===== config.mk =====
export PLATFORM = sky130hd
export DESIGN_NAME = adcc_top
export DESIGN_NICKNAME = d
export VERILOG_FILES = /design/src/adcc_pkg.sv /design/src/adcc_top.sv /design/src/adcc_sar_seq.sv
export VERILOG_INCLUDE_DIRS = /design/src
export SDC_FILE = /design/constraint.sdc
export NUM_CORES = 1
export LEC_CHECK = 0
export BUFFER_PORTS_ARGS = -buffer_cell sky130_fd_sc_hd__clkbuf_2
export CAP_MARGIN = 20
export CORE_AREA = 5 5 114 116
export DETAILED_ROUTE_END_ITERATION = 10
export DIE_AREA = 0 0 119 121
export PLACE_DENSITY_LB_ADDON = 0.1
export SLEW_MARGIN = 20
export SYNTH_ARGS = -nofsm -noshare
export SYNTH_HDL_FRONTEND = slang
export SYNTH_SLANG_ARGS = --single-unit

===== constraint.sdc =====
create_clock -name clk_sys -period 8.3 [get_ports clk_sys]
set_clock_uncertainty 0.2 [all_clocks]
set_input_delay 0.83 -clock clk_sys [delete_from_list [all_inputs] [get_ports clk_sys]]
set_output_delay 0.83 -clock clk_sys [all_outputs]
set_load 0.05 [all_outputs]

===== src/adcc_defines.svh =====
// Constants for the A/D conversion control block: register map, field
// positions, reset values and sequencer timing.
// Assumes inclusion by bare name from the package and the design modules.
//
// Notes on behaviour
// - A result-register read at conversion end finishes first; new result written afterwards.
// - A mode write at conversion end wins; result kept, no completion interrupt.
// - Changing the channel selection never clears the completion flag.
// - Mode, channel or port-analog writes may leave result contents undefined.
// - Start runs one conversion; end stores result, raises flag, clears start bit.
// - Clearing start during a conversion aborts it and returns to standby, except in its last decision cycle, where it completes.
// - Start written while the converter is disabled is ignored.
// - Upper eight result bits in high register, lower two in low; reset clears both.
`ifndef ADCC_DEFINES_SVH
`define ADCC_DEFINES_SVH

// ==========================================================
// Register map (word addresses)
`define ADCC_A_MODE   4'h0
`define ADCC_A_CHAN   4'h1
`define ADCC_A_PMODE  4'h2
`define ADCC_A_RESH   4'h3
`define ADCC_A_RESL   4'h4
`define ADCC_A_STAT   4'h5
`define ADCC_A_MASK   4'h6

// ==========================================================
// Fields and reset values
`define ADCC_MODE_START  7
`define ADCC_MODE_EN     0
`define ADCC_ST_DONE     0
`define ADCC_CHAN_W      3
`define ADCC_RES_W       10
`define ADCC_RES_MSB     10'h200
`define ADCC_RES_RST     10'h000
`define ADCC_BYTE_RST    8'h00
`define ADCC_CHAN_RST    3'h0

// ==========================================================
// Sequencer timing in clk_sys cycles, and the index of the first bit decided (the MSB)
`define ADCC_SAMPLE_CYC  4'h4
`define ADCC_STEP_CYC    2'h3
`define ADCC_BIT_LAST    4'h9
`define ADCC_CONV_CYC    16'h0022

`endif


===== src/adcc_pkg.sv =====
// Types shared by the A/D conversion control block.
// Assumes adcc_defines.svh is on the include path.
`include "adcc_defines.svh"

package adcc_pkg;

  typedef struct packed
  {
    logic        read;
    logic        write;
    logic [3:0]  address;
    logic [31:0] writedata;
  } adcc_av_req_t;

  typedef struct packed
  {
    logic        waitrequest;
    logic [31:0] readdata;
  } adcc_av_rsp_t;

  typedef enum logic [1:0] {SEQ_IDLE, SEQ_SAMPLE, SEQ_CONV} adcc_seq_st_t;

endpackage


===== src/adcc_top.sv =====
// A/D conversion control: Avalon-MM register slave, start/abort control,
// result registers with end-of-conversion conflict handling, interrupt.
// Assumes one clock, an external comparator, and a master that holds each
// request until it sees waitrequest low.
//
// Our own choices: the address map and the Avalon-MM interface to the registers.
`timescale 1ns/1ps
`include "adcc_defines.svh"

module adcc_top
(
  input  wire logic                     clk_sys,
  input  wire logic                     nrst,
  input  wire adcc_pkg::adcc_av_req_t   av_req,
  output adcc_pkg::adcc_av_rsp_t        av_rsp,
  input  wire logic                     comp_in,
  output logic [`ADCC_RES_W-1:0]        dac_code,
  output logic                          sample_en,
  output logic [`ADCC_CHAN_W-1:0]       channel_select_reg,
  output logic [7:0]                    port_analog_mode_reg,
  output logic                          conversion_done_irq
);
  import adcc_pkg::*;

  logic                    rst_q1, rst_n_r;
  logic                    wait_r,  wait_nxt;
  logic [31:0]             rdata_r, rdata_nxt;
  logic                    start_r, start_nxt;
  logic                    en_r,    en_nxt;
  logic [`ADCC_CHAN_W-1:0] chan_nxt;
  logic [7:0]              pmode_nxt;
  logic [`ADCC_RES_W-1:0]  res_r,   res_nxt;
  logic [`ADCC_RES_W-1:0]  hold_r,  hold_nxt;
  logic                    pend_r,  pend_nxt;
  logic                    flag_r,  flag_nxt;
  logic                    mask_r,  mask_nxt;
  logic                    irq_nxt;
  logic                    wr_fire, mode_wr, res_rd_busy, commit, go;
  logic                    seq_done, seq_busy;
  logic [`ADCC_RES_W-1:0]  seq_res;

  // ==========================================================
  // Reset release
  always_ff @(posedge clk_sys or negedge nrst)
  begin
    if (!nrst)
    begin
      rst_q1  <= 1'b0;
      rst_n_r <= 1'b0;
    end
    else
    begin
      rst_q1  <= 1'b1;
      rst_n_r <= rst_q1;
    end
  end

  function automatic logic hit(input logic [3:0] a, input logic [3:0] r);
    hit = (a == r);
  endfunction

  function automatic logic [31:0] rd_mux(input logic [3:0] a);
    rd_mux = 32'h0;
    case (a)
      `ADCC_A_MODE:  rd_mux = {24'h0, start_r, 6'h0, en_r};
      `ADCC_A_CHAN:  rd_mux = {29'h0, channel_select_reg};
      `ADCC_A_PMODE: rd_mux = {24'h0, port_analog_mode_reg};
      `ADCC_A_RESH:  rd_mux = {24'h0, res_r[`ADCC_RES_W-1:2]};
      `ADCC_A_RESL:  rd_mux = {30'h0, res_r[1:0]};
      `ADCC_A_STAT:  rd_mux = {31'h0, flag_r};
      `ADCC_A_MASK:  rd_mux = {31'h0, mask_r};
      default:       rd_mux = 32'h0;
    endcase
  endfunction

  // ==========================================================
  // Bus handshake: one wait cycle, then a one-cycle acceptance
  assign wr_fire     = av_req.write && !wait_r;
  assign mode_wr     = wr_fire && hit(av_req.address, `ADCC_A_MODE);
  // Whole read phase counts, so the captured data and the update never mix
  assign res_rd_busy = av_req.read && (hit(av_req.address, `ADCC_A_RESH)
                                    || hit(av_req.address, `ADCC_A_RESL));
  assign commit      = (seq_done || pend_r) && !res_rd_busy && !mode_wr;
  // A start landing on the done cycle must not leave start stuck high
  assign go          = mode_wr && av_req.writedata[`ADCC_MODE_START]
                    && av_req.writedata[`ADCC_MODE_EN] && (!start_r || seq_done);

  always_comb
  begin
    wait_nxt  = 1'b1;
    rdata_nxt = rdata_r;
    if ((av_req.read || av_req.write) && wait_r)
    begin
      wait_nxt = 1'b0;
      if (av_req.read)
        rdata_nxt = rd_mux(av_req.address);
    end
  end

  // ==========================================================
  // Control, result and interrupt state
  always_comb
  begin
    start_nxt = start_r;
    en_nxt    = en_r;
    chan_nxt  = channel_select_reg;
    pmode_nxt = port_analog_mode_reg;
    mask_nxt  = mask_r;
    flag_nxt  = flag_r;
    res_nxt   = res_r;
    hold_nxt  = hold_r;
    pend_nxt  = pend_r;
    if (seq_done)
    begin
      start_nxt = 1'b0;
      hold_nxt  = seq_res;
    end
    if (mode_wr)
    begin
      en_nxt    = av_req.writedata[`ADCC_MODE_EN];
      // Start only takes while enabled; clearing it aborts the run
      start_nxt = av_req.writedata[`ADCC_MODE_START]
               && av_req.writedata[`ADCC_MODE_EN];
      pend_nxt  = 1'b0;
    end
    else if (seq_done && res_rd_busy)
      pend_nxt = 1'b1;
    if (wr_fire && hit(av_req.address, `ADCC_A_CHAN))
      chan_nxt = av_req.writedata[`ADCC_CHAN_W-1:0];
    if (wr_fire && hit(av_req.address, `ADCC_A_PMODE))
      pmode_nxt = av_req.writedata[7:0];
    // Result left as is on such writes; software must not trust it
    if (wr_fire && hit(av_req.address, `ADCC_A_MASK))
      mask_nxt = av_req.writedata[`ADCC_ST_DONE];
    if (wr_fire && hit(av_req.address, `ADCC_A_STAT)
        && av_req.writedata[`ADCC_ST_DONE])
      flag_nxt = 1'b0;
    if (commit)
    begin
      res_nxt  = seq_done ? seq_res : hold_r;
      pend_nxt = 1'b0;
      flag_nxt = 1'b1; // Set beats a same-cycle clear
    end
    irq_nxt = flag_nxt && mask_nxt;
  end

  always_ff @(posedge clk_sys or negedge rst_n_r)
  begin
    if (!rst_n_r)
    begin
      wait_r               <= 1'b1;
      rdata_r              <= 32'h0;
      start_r              <= 1'b0;
      en_r                 <= 1'b0;
      channel_select_reg   <= `ADCC_CHAN_RST;
      port_analog_mode_reg <= `ADCC_BYTE_RST;
      mask_r               <= 1'b0;
      flag_r               <= 1'b0;
      res_r                <= `ADCC_RES_RST;
      hold_r               <= `ADCC_RES_RST;
      pend_r               <= 1'b0;
      conversion_done_irq  <= 1'b0;
    end
    else
    begin
      wait_r               <= wait_nxt;
      rdata_r              <= rdata_nxt;
      start_r              <= start_nxt;
      en_r                 <= en_nxt;
      channel_select_reg   <= chan_nxt;
      port_analog_mode_reg <= pmode_nxt;
      mask_r               <= mask_nxt;
      flag_r               <= flag_nxt;
      res_r                <= res_nxt;
      hold_r               <= hold_nxt;
      pend_r               <= pend_nxt;
      conversion_done_irq  <= irq_nxt;
    end
  end

  assign av_rsp.waitrequest = wait_r;
  assign av_rsp.readdata    = rdata_r;

  // ==========================================================
  // Sequencer
  adcc_sar_seq u_seq
  (
    .clk_sys   (clk_sys),
    .rst_n     (rst_n_r),
    .go        (go),
    .run       (start_r),
    .comp_in   (comp_in),
    .done      (seq_done),
    .result    (seq_res),
    .dac_code  (dac_code),
    .sample_en (sample_en),
    .busy      (seq_busy)
  );
endmodule


===== src/adcc_sar_seq.sv =====
// Successive-approximation sequencer: sampling, then ten bit decisions.
// Assumes an external comparator that is high when the input >= dac_code,
// asynchronous to clk_sys; reset is already synchronised.
`timescale 1ns/1ps
`include "adcc_defines.svh"

module adcc_sar_seq
(
  input  wire logic                    clk_sys,
  input  wire logic                    rst_n,
  input  wire logic                    go,
  input  wire logic                    run,
  input  wire logic                    comp_in,
  output logic                         done,
  output logic [`ADCC_RES_W-1:0]       result,
  output logic [`ADCC_RES_W-1:0]       dac_code,
  output logic                         sample_en,
  output logic                         busy
);
  import adcc_pkg::*;

  adcc_seq_st_t            st_r,   st_nxt;
  logic [3:0]              cnt_r,  cnt_nxt;
  logic [1:0]              stp_r,  stp_nxt;
  logic [`ADCC_RES_W-1:0]  sar_r,  sar_nxt;
  logic [`ADCC_RES_W-1:0]  res_nxt;
  logic                    done_nxt;
  logic                    cmp_q1, cmp_q2;

  // ==========================================================
  // Comparator synchroniser
  always_ff @(posedge clk_sys or negedge rst_n)
  begin
    if (!rst_n)
    begin
      cmp_q1 <= 1'b0;
      cmp_q2 <= 1'b0;
    end
    else
    begin
      cmp_q1 <= comp_in;
      cmp_q2 <= cmp_q1;
    end
  end

  // ==========================================================
  // Sequencer
  always_comb
  begin
    st_nxt   = st_r;
    cnt_nxt  = cnt_r;
    stp_nxt  = stp_r;
    sar_nxt  = sar_r;
    res_nxt  = result;
    done_nxt = 1'b0;
    case (st_r)
      SEQ_IDLE:
        if (go)
        begin
          st_nxt  = SEQ_SAMPLE;
          cnt_nxt = 4'h0;
        end
      SEQ_SAMPLE:
        if (!run)
          st_nxt = SEQ_IDLE;
        else if (cnt_r == `ADCC_SAMPLE_CYC - 4'h1)
        begin
          st_nxt  = SEQ_CONV;
          cnt_nxt = `ADCC_BIT_LAST;
          stp_nxt = 2'h0;
          sar_nxt = `ADCC_RES_MSB;
        end
        else
          cnt_nxt = cnt_r + 4'h1;
      SEQ_CONV:
        if (!run)
          st_nxt = SEQ_IDLE;
        else if (stp_r != `ADCC_STEP_CYC - 2'h1)
          stp_nxt = stp_r + 2'h1; // Let the sync see the settled tap
        else
        begin
          // MSB first; drop the trial bit when the input is below the tap
          stp_nxt = 2'h0;
          if (!cmp_q2)
            sar_nxt[cnt_r] = 1'b0;
          if (cnt_r == 4'h0)
          begin
            st_nxt   = SEQ_IDLE;
            res_nxt  = sar_nxt;
            done_nxt = 1'b1;
          end
          else
          begin
            cnt_nxt = cnt_r - 4'h1;
            sar_nxt[cnt_r - 4'h1] = 1'b1;
          end
        end
      default:
        st_nxt = SEQ_IDLE;
    endcase
  end

  always_ff @(posedge clk_sys or negedge rst_n)
  begin
    if (!rst_n)
    begin
      st_r      <= SEQ_IDLE;
      cnt_r     <= 4'h0;
      stp_r     <= 2'h0;
      sar_r     <= `ADCC_RES_RST;
      result    <= `ADCC_RES_RST;
      done      <= 1'b0;
      dac_code  <= `ADCC_RES_RST;
      sample_en <= 1'b0;
      busy      <= 1'b0;
    end
    else
    begin
      st_r      <= st_nxt;
      cnt_r     <= cnt_nxt;
      stp_r     <= stp_nxt;
      sar_r     <= sar_nxt;
      result    <= res_nxt;
      done      <= done_nxt;
      dac_code  <= sar_nxt;
      sample_en <= (st_nxt == SEQ_SAMPLE);
      busy      <= (st_nxt != SEQ_IDLE);
    end
  end

  // ==========================================================
  // Checks
  logic [15:0] run_cnt_r;
  always_ff @(posedge clk_sys or negedge rst_n)
  begin
    if (!rst_n)
      run_cnt_r <= 16'h0000;
    else if (st_r == SEQ_IDLE)
      run_cnt_r <= 16'h0000;
    else
      run_cnt_r <= run_cnt_r + 16'h0001;
  end
endmodule


Word-level counts from Yosys, hierarchy flattened
Cells that the tools add are included.

Reductions and logical operators: 39. Add/sub/neg operators: 3. $lt $le $gt $ge: 4. Equal/unequal tests: 17. Bitwise logic cells: 4. Mux-type cells: 48.

Operators by type and width (number): 10-bit 2-to-1 mux (10); 8-bit one-hot mux with 7 select lines (1); 4-bit 2-to-1 mux (6); 2-bit 2-to-1 mux (10); 10-bit one-hot mux with 2 select lines (1); 1-bit logical AND (19); 1-bit 2-to-1 mux (15); 4-bit by 2-bit equality test with 1-bit output (second input constant) (3); 4-bit by 3-bit equality test with 1-bit output (second input constant) (3); 2-bit inequality test (second input constant) (6); 4-bit one-hot mux with 3 select lines (1); 10-bit bitwise AND (1); 4-bit by 5-bit less-than comparator with 1-bit output (second input constant) (2); 10-bit inverter (1); 10-bit bitwise OR (1); 1-bit demux with 4-bit select (2); 4-bit by 1-bit >= comparator with 1-bit output (second input constant) (2); 4-bit zero test (2); 4-bit AND reduction (2); 2-bit one-hot mux with 3 select lines (1); 6-bit AND reduction (1); 3-bit nonzero test (2); 5-bit AND reduction (1); 4-bit by 1-bit adder with 4-bit output (second input constant) (1); other kinds (13) (21).

Register bits after elaboration: 104. Word-level logic and storage cells: 138. Output and inout bits: 56.

Depth between registers and ports, before layout
Word-level depth: 15. Mapped depth: 9. Depth with buffers taken out: 7.

Cells and area by module
A second synthesis with hierarchy kept.

Cells, all modules: 382. Area total of the unflattened synthesis: 4254.1 um^2.

By module, submodules not included: adcc_top (area each 2309.7 um^2, times used 1, cells an instance 179); adcc_sar_seq (area each 1944.4 um^2, times used 1, cells an instance 203).

Worst setup path after synthesis
Ideal clock, no wire load.

Path type: input -> register. Start point: input port av_req[32] (netlist name). End point: register res_r[0]. Data arrival time: 2110 ps. Path buffers: 2. Setup time: 127 ps. Stages on the path: 7. Path slack: 5862 ps. Required time: 7973 ps. Cell sequence: buf_2 -> nor3b_2 -> nand2_1 -> o21ai_1 -> nand2b_1 -> buf_6 -> mux2_1.

Cells in the longest elaborated chain, start to end: 6. Elaborated cells between the ends (all ways): 10. Classes of those cells: eq/ne (2); reduce/logical (8).

Ends and longest elaborated chain: start, declared (line adcc_top.sv:14) `input wire adcc_pkg::adcc_av_req_t av_req,`; 4-bit by 2-bit equality test with 1-bit output / 4-bit by 3-bit equality test with 1-bit output (equally long branches) (line adcc_top.sv:59) `hit = (a == r);`; 1-bit logical OR (line adcc_top.sv:81) `` assign res_rd_busy = av_req.read && (hit(av_req.address, `ADCC_A_RESH) ``; 1-bit logical AND (line adcc_top.sv:81); 1-bit zero test (line adcc_top.sv:83) `assign commit = (seq_done || pend_r) && !res_rd_busy && !mode_wr;`; 1-bit logical AND (line adcc_top.sv:83); 1-bit logical AND * (line adcc_top.sv:83); end signal, assigned (line adcc_top.sv:159) `` res_r <= `ADCC_RES_RST; ``; end signal, assigned (line adcc_top.sv:174) `res_r <= res_nxt;`; end, declared (line adcc_top.sv:32) `` logic [`ADCC_RES_W-1:0] res_r, res_nxt; ``.

Every way passes the cells marked *; elsewhere a longest branch is shown, timed or not. A chain may end at the register's enable or synchronous reset.

Worst setup path in the final report
Start point: register u_seq.cnt_r[0]. End point: register u_seq.result[8].

Cells in the longest elaborated chain, start to end: 10. Elaborated cells between the ends (all ways): 13. Classes of those cells: order compare (2); mux (6); bitwise (2); reduce/logical (3).

Ends and longest elaborated chain: start, declared (line adcc_sar_seq.sv:23) `logic [3:0] cnt_r, cnt_nxt;`; start signal, assigned (line adcc_sar_seq.sv:120) `cnt_r <= cnt_nxt;`; 4-bit by 5-bit less-than comparator with 1-bit output (not written as such) / 4-bit by 1-bit >= comparator with 1-bit output (equally long branches) (line adcc_sar_seq.sv:85) `sar_nxt[cnt_r] = 1'b0;`; 1-bit logical AND (not written as such) (line adcc_sar_seq.sv:85); 1-bit 2-to-1 mux (not written as such) (line adcc_sar_seq.sv:85); 1-bit demux with 4-bit select; 10-bit inverter (no line); 10-bit bitwise AND (no line); 10-bit 2-to-1 mux (line adcc_sar_seq.sv:84) `if (!cmp_q2)`; 10-bit 2-to-1 mux (line adcc_sar_seq.sv:78) `` else if (stp_r != `ADCC_STEP_CYC - 2'h1) ``; 10-bit 2-to-1 mux (line adcc_sar_seq.sv:76) `if (!run)`; 10-bit 2-to-1 mux (line adcc_sar_seq.sv:56) `case (st_r)`; end signal, assigned (line adcc_sar_seq.sv:111) `` result <= `ADCC_RES_RST; ``; end signal, assigned (line adcc_sar_seq.sv:123) `result <= res_nxt;`; end, declared (line adcc_sar_seq.sv:15) `` output logic [`ADCC_RES_W-1:0] result, ``.

Several ways; a longest one is shown, not always the timed one. The select of a mux whose other input is x is not followed.

==> flow_summary.yaml <==
logic_synthesis:
  ys_seq_area_frac: 0.493
  dominantRegCellSynth: "dfrtp_1"
  synth.distinct_cells: 62
  syn_inst: 380
  syn-cell-area_sq_um: 4070
  ys_async_sr_fraction: 1.00
  ys_ff_latch: 80
  avgSynthCellArea_sq_um: 10.7
  synth_edf_count: 0
  ys_warn_count: 0
die:
  dieArea_sq_um: 14400
  fp.dieH_microns: 121
  coreArea_sq_um: 11800
  rows: 40
  dieWidth_microns: 119
  initial_utilization: 0.344
  io_pins: 97
run_status:
  status: "complete, no violations"
critical_path:
  worstPathArrival_ns: 3.02
  path_buf_inv: 1
  cp_max_fo: 20
  crit_path_start_kind: "flop"
  cp-end-kind: "flop"
  crit_path_max_incr_delay_ns: 0.50
  regToRegStartpoint: "u_seq.cnt_r[0]$_DFFE_PN0P_"
  worstPathRequired_ns: 8.32
  worstSetupPathType: "flop to flop"
  r2r_slack_ns: 5.30
  crit_start: "u_seq.cnt_r[0]$_DFFE_PN0P_"
  cp_top_family: "simple AND/OR/NAND/NOR gates"
  cp_cell_sequence: "inv_1, ha_1, or3b_4, nor2_2, nand3_1, mux2_4"
  reg2reg_depth: 6
  crit_slowest_cell: "nand3_1"
  reg2reg_to: "u_seq.result[8]$_DFFE_PN0P_"
sta:
  max-slew-margin-rel: 0.470
  finalSetupViolations: 0
  fmax_mhz: 334
  min_period_over_period: 0.361
  tightestPinTransition_ns: 0.795
  slew_viol_final: 0
  rsz0062_at_grt: "false"
  hold_ws_ns: 0.0608
  finalHoldViolCount: 0
  tns_ns: 0
  fin_crit_ns: 3.00
detailed_routing:
  firstDrtPassIters: 4
  ant_nets: 0
  route.detailed.drc: 0
  wirelength_mm: 8.93
  wl_per_cell_microns: 15.6
  num_vias: 2845
  drt-initial-drc-count: 114
  viasPerCell: 4.97
global_route:
  grt-ovfl-total: 0
  grt_max_degree: 79
  first_global_vias: 2763
  antenna_found_initial: 0
  grt_usage: 0.129
  grt_pass1_wl_mm: 14.9
clock_tree:
  cts_tree: "done"
  htree_levels: 3
  cts_resized: 0
  clkTransAtPathRegs_ns: 0.06
  cts_setup_buffers: 0
  ctsLongestPathBuffers: 2
  clock_latency_ns: 0.34
  root_buffer: "clkbuf_16"
  clkSinkCount: 80
  postCtsHoldBufs: 0
  cts_made_buffers: 9
worst_hold_path:
  hp-class: "input pin to asynchronous set/reset pin"
power:
  p_int_w: 0.000704
  power_frac_seq: 0.423
  swShare: 0.331
  switching_power_w: 0.000348
  p_leak_nw: 2.17
  power_density_nw_per_um2: 228
  p_comb_frac: 0.189
  max-vdd-ir-drop_uv: 94.0
  clkPwrFrac: 0.388
layout:
  instances_no_fill: 572
  n_antenna_cell: 0
  mostFrequentLayoutCells: "78 x dfrtp_1, 48 x clkbuf_2, 46 x nand2_1, 28 x mux2_2, 25 x conb_1"
  final_core_util: 0.390
  final_common_cell: "dfrtp_1"
  final_area_sq_um: 4610
  drive_above_1_share: 0.249
  fin_nets: 469
  area_growth_pct: 13.4
placement:
  post-place-cells: 555
  globalplace.congestion: 0.774
  dp_hpwl_mm: 6.40
  place.port_buffers: 48
  dpl_cell_area_sq_um: 4290
job:
  max_cap_viol_count: 0
## logic make-up after synthesis
group,Yosys count,synth area share
AOI/OAI and AO/OA,80,0.129
buffers and inverters,54,0.0822
and+or+nand+nor,109,0.139
other,2,0.00185
adders and majority gates,8,0.0246
muxes,47,0.131
DFF,80,0.493
## power groups by stage
stage | Clock, W | Combinational (W) | Sequential (W)
after floorplan | 0 | 0.000102 | 0.000512
after CTS | 0.000422 | 0.000195 | 0.000450
after global placement | 0 | 0.000195 | 0.000457
after global routing | 0.000440 | 0.000215 | 0.000450
final | 0.000408 | 0.000199 | 0.000445
after detailed placement | 0 | 0.000195 | 0.000457
## cells in the mapped netlist (3+ instances only)
cell | number | area share
nor2b_1 | 5 | 0.0077
mux2i_1 | 9 | 0.022
o21ai_0 | 20 | 0.025
a2bb2oi_1 | 3 | 0.0065
buf_2 | 3 | 0.0037
a22o_1 | 12 | 0.026
ha_1 | 8 | 0.025
mux2_2 | 28 | 0.078
clkbuf_1 | 10 | 0.0092
o31ai_1 | 4 | 0.0074
dfrtp_1 | 79 | 0.49
nand2b_1 | 6 | 0.0092
nor2_1 | 15 | 0.014
nor3_1 | 4 | 0.0049
buf_4 | 26 | 0.048
buf_6 | 4 | 0.011
nand2_1 | 46 | 0.042
mux2_1 | 8 | 0.022
nand3_1 | 9 | 0.011
inv_1 | 11 | 0.010
nand3b_1 | 3 | 0.0055
a21oi_1 | 9 | 0.011
o21ai_1 | 12 | 0.015
## worst register-to-register path: stages (launching register included)
cell and delay (ns):
dfrtp_1 0.48, inv_1 0.20, ha_1 0.40, or3b_4 0.47, nor2_2 0.14, nand3_1 0.50
mux2_4 0.49
## metal layers
layer	share of wire	GRT usage	vias to the layer above
met5	0	0	-
met1	0.48	0.175	1393
met2	0.45	0.192	64
met4	0.018	0.0434	0
li1	-	-	1376
met3	0.047	0.0466	12
## worst max-delay path by stage
stage,to,slack [ns],depth (start not counted)
after global placement,res_r[6]$_DFFE_PN0P_,5.19,6
after global routing,u_seq.result[8]$_DFFE_PN0P_,5.08,6
after CTS,u_seq.result[8]$_DFFE_PN0P_,5.27,6
after floorplan,channel_select_reg[0]$_DFFE_PN0P_,5.71,0
final,u_seq.result[8]$_DFFE_PN0P_,5.30,6
after detailed placement,res_r[6]$_DFFE_PN0P_,5.12,6
## per-stage QoR
stage | power, W | worst slack [ns]
global placement | 0.000652 | 5.19
global route | 0.00111 | 5.08
detailed placement | 0.000653 | 5.12
finish | 0.00105 | 5.30
CTS | 0.00107 | 5.27
floorplan | 0.000615 | 5.71
## area by class of cell
| cell class | count | area [sq um] |
|---|---|---|
| inverter | 11 | 41.3 |
| fill | 1197 | 7200 |
| multi-input combinational | 269 | 1820 |
| sequential | 80 | 2010 |
| clock inverter | 7 | 78.8 |
| clock buffer | 9 | 225 |
| tap | 147 | 184 |
| timing repair buffer | 49 | 260 |
Note: power is estimated with default switching activity, not from simulation.
